$ cat src/hdl/mmsc_consts.vh
// Purpose: shared constants for the motor mode and status control block
// Assumes: 20 MHz sys_clk
// Notes:   offsets are word indices on the plain register port
`ifndef MMSC_CONSTS_VH
`define MMSC_CONSTS_VH
`define MMSC_ADDR_CTRL     4'h0
`define MMSC_ADDR_STATUS   4'h1
`define MMSC_ADDR_IRQST    4'h2
`define MMSC_ADDR_IRQMSK   4'h3
`define MMSC_ADDR_PERIOD   4'h4
// ctrl fields
`define MMSC_CTRL_RUN      0
`define MMSC_CTRL_STOP     1
`define MMSC_CTRL_OFF1     2
`define MMSC_CTRL_OFF2     3
`define MMSC_CTRL_NOSTBY   4
`define MMSC_CTRL_FPOL     5
`define MMSC_CTRL_SINE     6
`define MMSC_CTRL_DIRINV   7
`define MMSC_CTRL_RESET    8'h00
// interrupt bits
`define MMSC_IRQ_STBY      0
`define MMSC_IRQ_LOCK      1
`define MMSC_IRQ_FAULT     2
`define MMSC_IRQ_WIDTH     3
// modes
`define MMSC_M_NVM         3'h0
`define MMSC_M_STOP        3'h1
`define MMSC_M_OFF1        3'h2
`define MMSC_M_OFF2        3'h3
`define MMSC_M_STBY        3'h4
`define MMSC_M_NORM        3'h5
// timing: lock period 1 s, slow-speed float below 1 Hz, nvm read 1 ms
`define MMSC_CLK_HZ        20000000
`define MMSC_LOCK_MS       1000
`define MMSC_SLOW_MS       1000
`define MMSC_NVM_US        1000
`define MMSC_NVM_CYC       ((`MMSC_NVM_US * (`MMSC_CLK_HZ / 1000000)))
`endif

$ cat src/hdl/mmsc_core.v
// Purpose: mode sequencing and status pins of a single-sensor motor driver
// Assumes: all pins synchronous to sys_clk; analog compares arrive as bits
// Notes:   gate drive is a commutation request, the bridge logic is outside
//
// Notes on behaviour
// - standby after low command and lock period
// - regulator and hall supply off in standby
// - no-standby setting blocks standby entirely
// - pwm or analog command both reduce to compare
// - lock indicator low on lock, else floats; code holds its level in stop and off modes
// - normal mode fault: overcurrent, thermal, pump, lock
// - stop mode fault: thermal or pump only
// - fault polarity bit picks asserted level
// - sine or 150-degree commutation by register
// - direction from pin xor register bit
//
// Added by the designer: the address-and-strobe port and the register addresses.
`timescale 1ns/10ps
`include "mmsc_consts.vh"
module mmsc_core #(
  parameter LOCK_CYC = (`MMSC_LOCK_MS * (`MMSC_CLK_HZ / 1000)),
  parameter SLOW_CYC = (`MMSC_SLOW_MS * (`MMSC_CLK_HZ / 1000))
) (
  // clock and reset
  input  wire        sys_clk,
  input  wire        rst_n,
  // register port
  input  wire [3:0]  regAddr,
  input  wire [7:0]  regWdata,
  input  wire        regWr,
  input  wire        regRd,
  output reg  [7:0]  regRdata,
  // motor side inputs
  input  wire        hallIn,
  input  wire        speedCmdLow,
  input  wire        directionPin,
  input  wire        overcurrentShutdown,
  input  wire        thermalShutdown,
  input  wire        pumpVoltageLow,
  // gate drive
  output reg         gateDrive,
  output reg         gateEnable,
  output reg         sineMode,
  output reg         directionFwd,
  output reg         regulatorOn,
  // host pins, per-pin enable: low when enabled, fault pin high when polarity 1
  output reg         speedPulseOut,
  output reg         speedPulseOe,
  output reg         lockIndOut,
  output reg         lockIndOe,
  output reg         faultIndOut,
  output reg         faultIndOe,
  // interrupt
  output reg         irq
);
  reg  [7:0]  ctrl;
  reg  [2:0]  mode;
  reg  [2:0]  next_mode;
  reg         hallPrev;
  reg         lockSeen;
  reg  [`MMSC_IRQ_WIDTH-1:0] irqStatus;
  reg  [`MMSC_IRQ_WIDTH-1:0] irqMask;
  reg  [`MMSC_IRQ_WIDTH-1:0] evPrev;
  wire [`MMSC_IRQ_WIDTH-1:0] evNow;
  wire [`MMSC_IRQ_WIDTH-1:0] evRise;
  wire [`MMSC_IRQ_WIDTH-1:0] clrBits;
  wire        hallEdge;
  wire        lockExp;
  wire        slowExp;
  wire        nvmExp;
  reg         faultAct;

  assign hallEdge = hallIn ^ hallPrev;

  // one timer watches for a missing zero crossing, one for slow rotation
  mmsc_timer uLock (
    .sys_clk (sys_clk),
    .rst_n   (rst_n),
    .restart (hallEdge),
    .limit   (LOCK_CYC),
    .expired (lockExp)
  );
  mmsc_timer uSlow (
    .sys_clk (sys_clk),
    .rst_n   (rst_n),
    .restart (hallEdge),
    .limit   (SLOW_CYC),
    .expired (slowExp)
  );
  mmsc_timer uNvm (
    .sys_clk (sys_clk),
    .rst_n   (rst_n),
    .restart (1'b0),
    .limit   (`MMSC_NVM_CYC),
    .expired (nvmExp)
  );

  always @(posedge sys_clk or negedge rst_n) begin
    if (!rst_n) begin
      hallPrev <= 1'b0;
    end else begin
      hallPrev <= hallIn;
    end
  end

  // mode sequencing; software picks stop/off/run after the nvm read
  always @* begin
    next_mode = mode;
    case (mode)
      `MMSC_M_NVM: begin
        if (nvmExp) begin
          next_mode = `MMSC_M_STOP;
        end
      end
      `MMSC_M_STBY: begin
        // wake on a raised command or once standby is forbidden
        if (!speedCmdLow || ctrl[`MMSC_CTRL_NOSTBY]) begin
          next_mode = `MMSC_M_STOP;
        end
      end
      default: begin
        // the command pin may carry pwm or analog; both arrive compared
        if (speedCmdLow && lockExp
            && !ctrl[`MMSC_CTRL_NOSTBY]) begin
          next_mode = `MMSC_M_STBY;
        end else if (ctrl[`MMSC_CTRL_OFF1]) begin
          next_mode = `MMSC_M_OFF1;
        end else if (ctrl[`MMSC_CTRL_OFF2]) begin
          next_mode = `MMSC_M_OFF2;
        end else if (ctrl[`MMSC_CTRL_STOP]) begin
          next_mode = `MMSC_M_STOP;
        end else if (ctrl[`MMSC_CTRL_RUN]) begin
          next_mode = `MMSC_M_NORM;
        end else begin
          next_mode = `MMSC_M_STOP;
        end
      end
    endcase
  end

  always @(posedge sys_clk or negedge rst_n) begin
    if (!rst_n) begin
      mode <= `MMSC_M_NVM;
    end else begin
      mode <= next_mode;
    end
  end

  // lock latches while the rotor stalls in normal mode
  always @(posedge sys_clk or negedge rst_n) begin
    if (!rst_n) begin
      lockSeen <= 1'b0;
    end else if (mode == `MMSC_M_NORM) begin
      lockSeen <= lockExp;
    end
  end

  // fault sources depend on mode
  always @* begin
    case (mode)
      `MMSC_M_NORM: faultAct = overcurrentShutdown | thermalShutdown
                               | pumpVoltageLow | lockSeen;
      `MMSC_M_STOP: faultAct = thermalShutdown | pumpVoltageLow;
      `MMSC_M_OFF1: faultAct = 1'b1;
      `MMSC_M_OFF2: faultAct = 1'b1;
      default:      faultAct = 1'b0;
    endcase
  end

  // pin outputs, all registered
  always @(posedge sys_clk or negedge rst_n) begin
    if (!rst_n) begin
      gateDrive     <= 1'b0;
      gateEnable    <= 1'b1;
      sineMode      <= 1'b0;
      directionFwd  <= 1'b0;
      regulatorOn   <= 1'b1;
      speedPulseOut <= 1'b0;
      speedPulseOe  <= 1'b1;
      lockIndOut    <= 1'b0;
      lockIndOe     <= 1'b0;
      faultIndOut   <= 1'b0;
      faultIndOe    <= 1'b0;
    end else begin
      sineMode     <= ctrl[`MMSC_CTRL_SINE];
      directionFwd <= directionPin ^ ctrl[`MMSC_CTRL_DIRINV];
      regulatorOn  <= (mode != `MMSC_M_STBY);
      // gates: low by default, float in standby, hall-driven in normal
      gateEnable <= (mode != `MMSC_M_STBY);
      gateDrive  <= (mode == `MMSC_M_NORM) ? hallIn : 1'b0;
      // speed pulse: low during nvm read, floats in standby, in OFF1 or when slow
      speedPulseOut <= 1'b0;
      if (mode == `MMSC_M_NVM) begin
        speedPulseOe <= 1'b1;
      end else if (mode == `MMSC_M_STBY || mode == `MMSC_M_OFF1
                   || slowExp) begin
        speedPulseOe <= 1'b0;
      end else begin
        speedPulseOe <= ~hallIn;
      end
      // lock indicator sustains outside normal, floats in standby and nvm read
      lockIndOut <= 1'b0;
      if (mode == `MMSC_M_NORM) begin
        lockIndOe <= lockSeen;
      end else if (mode == `MMSC_M_STBY || mode == `MMSC_M_NVM) begin
        lockIndOe <= 1'b0;
      end
      // polarity 1 drives high when asserted, idle stays floating
      if (mode == `MMSC_M_NVM || mode == `MMSC_M_STBY) begin
        faultIndOe  <= 1'b0;
        faultIndOut <= 1'b0;
      end else begin
        faultIndOe  <= faultAct;
        faultIndOut <= faultAct & ctrl[`MMSC_CTRL_FPOL];
      end
    end
  end

  // interrupts: rising edge of standby, lock and fault
  assign evNow   = {faultAct, lockSeen, (mode == `MMSC_M_STBY)};
  assign evRise  = evNow & ~evPrev;
  assign clrBits = (regWr && regAddr == `MMSC_ADDR_IRQST)
                   ? regWdata[`MMSC_IRQ_WIDTH-1:0]
                   : {`MMSC_IRQ_WIDTH{1'b0}};

  always @(posedge sys_clk or negedge rst_n) begin
    if (!rst_n) begin
      evPrev    <= {`MMSC_IRQ_WIDTH{1'b0}};
      irqStatus <= {`MMSC_IRQ_WIDTH{1'b0}};
      irq       <= 1'b0;
    end else begin
      evPrev <= evNow;
      // a new event beats a clear in the same cycle
      irqStatus <= (irqStatus & ~clrBits) | evRise;
      irq       <= |(irqStatus & irqMask);
    end
  end

  // register writes
  always @(posedge sys_clk or negedge rst_n) begin
    if (!rst_n) begin
      ctrl    <= `MMSC_CTRL_RESET;
      irqMask <= {`MMSC_IRQ_WIDTH{1'b0}};
    end else if (regWr) begin
      if (regAddr == `MMSC_ADDR_CTRL) begin
        ctrl <= regWdata;
      end else if (regAddr == `MMSC_ADDR_IRQMSK) begin
        irqMask <= regWdata[`MMSC_IRQ_WIDTH-1:0];
      end
    end
  end

  // register reads, data one cycle after the strobe, unmapped read zero
  always @(posedge sys_clk or negedge rst_n) begin
    if (!rst_n) begin
      regRdata <= 8'h00;
    end else if (regRd) begin
      if (regAddr == `MMSC_ADDR_CTRL) begin
        regRdata <= ctrl;
      end else if (regAddr == `MMSC_ADDR_STATUS) begin
        regRdata <= {2'h0, slowExp, lockSeen, faultAct, mode};
      end else if (regAddr == `MMSC_ADDR_IRQST) begin
        regRdata <= {5'h00, irqStatus};
      end else if (regAddr == `MMSC_ADDR_IRQMSK) begin
        regRdata <= {5'h00, irqMask};
      end else begin
        regRdata <= 8'h00;
      end
    end else begin
      regRdata <= 8'h00;
    end
  end
endmodule

$ cat src/hdl/mmsc_timer.v
// Purpose: restartable cycle counter that flags when a limit is reached
// Assumes: limit held stable while counting
// Notes:   the flag stays high until restarted
`timescale 1ns/10ps
module mmsc_timer (
  // clock and reset
  input  wire        sys_clk,
  input  wire        rst_n,
  // control
  input  wire        restart,
  input  wire [31:0] limit,
  // result
  output reg         expired
);
  reg [31:0] count;
  always @(posedge sys_clk or negedge rst_n) begin
    if (!rst_n) begin
      count   <= 32'h00000000;
      expired <= 1'b0;
    end else if (restart) begin
      count   <= 32'h00000000;
      expired <= 1'b0;
    end else if (count >= limit) begin
      expired <= 1'b1;
    end else begin
      count <= count + 32'h00000001;
    end
  end
endmodule

$ cat config.mk
export PLATFORM = sky130hd
export DESIGN_NAME = mmsc_core
export DESIGN_NICKNAME = d
export VERILOG_FILES = /design/src/hdl/mmsc_core.v /design/src/hdl/mmsc_timer.v
export VERILOG_INCLUDE_DIRS = /design/src /design/src/hdl
export SDC_FILE = /design/constraint.sdc
export NUM_CORES = 1
export LEC_CHECK = 0
export BUFFER_PORTS_ARGS = -buffer_cell sky130_fd_sc_hd__clkbuf_2
export CAP_MARGIN = 20
export CORE_ASPECT_RATIO = 0.7
export CORE_MARGIN = 4
export CORE_UTILIZATION = 35
export CTS_CLUSTER_DIAMETER = 50
export DETAILED_ROUTE_END_ITERATION = 10
export SYNTH_ARGS = -nofsm -noshare
export SYNTH_HDL_FRONTEND = slang
export SYNTH_HIERARCHICAL = 1
export SYNTH_SLANG_ARGS = --single-unit
export TNS_END_PERCENT = 30
$ cat constraint.sdc
create_clock -name sys_clk -period 5.6 [get_ports sys_clk]
set_clock_uncertainty 0.15 [all_clocks]
set_input_delay 0.84 -clock sys_clk [delete_from_list [all_inputs] [get_ports sys_clk]]
set_output_delay 0.84 -clock sys_clk [all_outputs]
set_load 0.01 [all_outputs]
==> flow_metrics.py <==
metrics = {
    "placed_design": {
        "port_buffer_count": 39,
        "detailed_place_hpwl_um": 18100,
        "gp_congestion": 0.792,
        "dp.cells": 1642,
    },
    "yosys": {
        "ys_async_sr_fraction_pct": 100,
        "ys_dominant_reg_cell": "sky130_fd_sc_hd__dfrtp_1",
        "synth_top_cell_area_share_pct": 32.2,
        "leading_cell_types_by_total_area_after_synthesis": "sky130_fd_sc_hd__dfrtp_1 32%, sky130_fd_sc_hd__ha_1 12%, sky130_fd_sc_hd__mux2_2 5.4%",
        "synth-seq-area-share_pct": 32.7,
        "post-synth-top-area-cell": "sky130_fd_sc_hd__dfrtp_1",
        "ys.warnings.count": 6,
        "synth-edff-count": 0,
        "synthTopCellsByCount": "136 x sky130_fd_sc_hd__dfrtp_1, 112 x sky130_fd_sc_hd__inv_1, 99 x sky130_fd_sc_hd__ha_1",
        "synth.most_common_cell": "sky130_fd_sc_hd__dfrtp_1",
        "ys_seq_elements": 138,
        "post_synthesis_cell_area_mm2": 0.0106,
        "yosysUniqueCellTypes": 65,
        "syn_avg_cell_area_um2": 9.17,
        "synthesis.instances": 1153,
    },
    "power": {
        "vdd_ir_drop_max_mv": 0.181,
        "pwr_cell_area_mw_per_mm2": 222,
        "power_leakage_nw": 5.56,
    },
    "timing": {
        "post-route-period-util_pct": 59.6,
        "timing_hold_violations_final": 0,
        "timing.fmax_ghz": 0.299,
        "post-route-min-period_ps": 3340,
        "grt_setup_unrepaired": "false",
        "setup_viol": 0,
        "worst_slew_margin_rel_pct": 27.9,
        "actual_slew_at_the_worst_max_slew_pin_ps": 1080,
        "finalSetupTns_ps": 0,
        "final_max_slew_viol_count": 0,
    },
    "layout": {
        "area_used_by_multi_input_combinational_logic_mm2": 0.00679,
        "antenna_diode_instance_count": 0,
        "post_route_cells_drive_above_1_share_pct": 14.1,
        "sequential_cell_area_mm2": 0.00346,
        "synthToLayoutAreaGrowth_pct": 14.7,
        "final_nets": 1380,
        "filler_cell_count": 2897,
        "finalNonFillerCells": 1677,
    },
    "clock_network": {
        "cts_hold_buf": 0,
        "cts_root_buffer": "sky130_fd_sc_hd__clkbuf_16",
        "cts_buffers": 17,
        "postCtsResizedCells": 0,
        "cts-root-to-sink-buffers": 2,
        "clock_tree.htree_level_count": 4,
        "cts_num_sinks": 138,
        "cts.clk_slew.worst_paths_ps": 70,
        "clock_tree_from_tritoncts": "done",
        "clk-insertion-delay-late_ps": 450,
        "post_cts_buffers": 0,
    },
    "die": {
        "dieArea_mm2": 0.0331,
        "initial_core_util_pct": 36.0,
        "die_h_um": 153,
        "placeableCoreArea_mm2": 0.0293,
        "ios": 42,
        "num_rows": 52,
        "die_x_um": 216,
    },
    "global_routing": {
        "overflow": 0,
        "grt_start_max_net_pins": 81,
        "global_route_wire_length_before_repair_um": 44300,
        "initial_antenna_violation_count": 0,
        "grt.total_usage_pct": 16.2,
        "first_global_vias": 8318,
    },
    "min_path": {
        "timing.hold.worst.class": "reg -> reg",
        "timing.hold.worst_endpoint": "sineMode",
        "hold-path-cell-count": 0,
        "worst_hold_startpoint": "ctrl[6]",
    },
    "drt": {
        "drtAntennaViolNets": 0,
        "drt_wl_total_um": 26200,
        "route.detailed.drc": 0,
        "detail_route.vias_per_cell": 5.29,
        "dr.first_iter.drc_count": 628,
        "routed_vias": 8866,
        "drt_pass1_iterations": 5,
        "wl_per_cell_um": 15.7,
    },
    "critical_path": {
        "worstPathRequired_ps": 5770,
        "rr_worst_depth": 8,
        "critPathMaxFanout": 25,
        "worstSetupEndpointType": "flop",
        "timing.rr.end": "uSlow/count[27]",
        "worstPathArrival_ps": 3510,
        "cp-start-kind": "flop",
        "timing_worst_setup_path_type": "reg -> reg",
        "critPathLaunch": "uSlow/count[19]",
        "reg2reg_slack_ps": 2260,
        "crit-reg2reg-launch": "uSlow/count[19]",
    },
    "flow_run": {
        "maxCapViolations": 0,
    },
    "outcome": {
        "status": "complete, no violations",
    },
}
## power breakdown
group	total (mW)	internal [mW]	switching [mW]	leakage, nW
clock	1.19	0.674	0.512	0.293
sequential	1.15	1.07	0.0798	1.86
combinational	0.353	0.135	0.218	3.40
total	2.69	1.88	0.810	5.56
## stage by stage
stage / util [%] / worst slack, ps / area, µm² / power [mW] / hold slack [ps]
floorplan: - / 2870 / 10900 / 1.38 / 211
global route: 41.4 / 2010 / 12100 / 2.84 / 273
finish: 41.4 / 2260 / 12100 / 2.69 / 242
detailed placement: 39.1 / 2270 / 11500 / 1.52 / 228
global placement: 39.1 / 2280 / 11500 / 1.51 / 225
CTS: 41.1 / 2260 / 12100 / 2.73 / 244
## registers in the layout (all words and copies together) (netlist names), 3 cells and up
name	count
evPrev	3
uSlow/count	32
ctrl	8
irqMask	3
uLock/count	32
irqStatus	3
regRdata	8
mode	3
uNvm/count	32
## final cells by class
cell class,instances,share of cell area [%]
clock buffer,17,3.51
tap,405,4.18
timing repair buffer,53,2.92
multi-input combinational,937,56.0
sequential,138,28.5
inverter,112,3.46
clock inverter,15,1.46
## logic make-up (layout without fill, tap and decap cells)
group	after synthesis	in the layout	share of synthesized area, %
other cells	2	99	0.0710
simple gates	438	438	23.7
flops	138	138	32.7
fa+ha+maj	99	99	11.7
buf+inv	175	197	6.73
compound gates	216	216	16.2
mux	83	83	8.78
xor+xnor	2	2	0.166
## worst max path at each step
stage | to | slack (ps) | depth (start not counted)
finish | uSlow/count[27] | 2260 | 8
global route | uNvm/count[18] | 2010 | 8
CTS | uLock/count[27] | 2260 | 8
detailed placement | uLock/count[27] | 2270 | 8
global placement | uLock/count[27] | 2280 | 8
floorplan | uNvm/count[5] | 2870 | 8
## cell usage in the layout, fill, tap and decap left out, types with 38 or more instances in the layout
master / n
sky130_fd_sc_hd__dfrtp_1: 136
sky130_fd_sc_hd__inv_1: 112
sky130_fd_sc_hd__conb_1: 99
sky130_fd_sc_hd__ha_1: 99
sky130_fd_sc_hd__nor2_1: 86
sky130_fd_sc_hd__nor2b_1: 72
sky130_fd_sc_hd__a21oi_1: 61
sky130_fd_sc_hd__nand3_1: 60
sky130_fd_sc_hd__nand2_1: 55
sky130_fd_sc_hd__mux2_2: 51
sky130_fd_sc_hd__nor4_1: 48
sky130_fd_sc_hd__clkbuf_2: 38
## critical path, stage by stage, from the launching register on
cell and delay [ps]:
sky130_fd_sc_hd__dfrtp_1 420, sky130_fd_sc_hd__ha_1 330, sky130_fd_sc_hd__nand2_1 60, sky130_fd_sc_hd__o21a_1 240, sky130_fd_sc_hd__a2111oi_4 310, sky130_fd_sc_hd__buf_4 280, sky130_fd_sc_hd__nor3b_4 920, sky130_fd_sc_hd__nor4_1 150
sky130_fd_sc_hd__mux2_1 360
## per-layer routing
layer  GRT usage, %  part of all wire, %  vias up
li1               -                    -     4371
met1           24.8                   52     4282
met2           23.1                   42      197
met3           3.47                  4.7       16
met4           3.83                 0.73        0
met5              0                    0        -
Power figures use the tool's default switching activity.
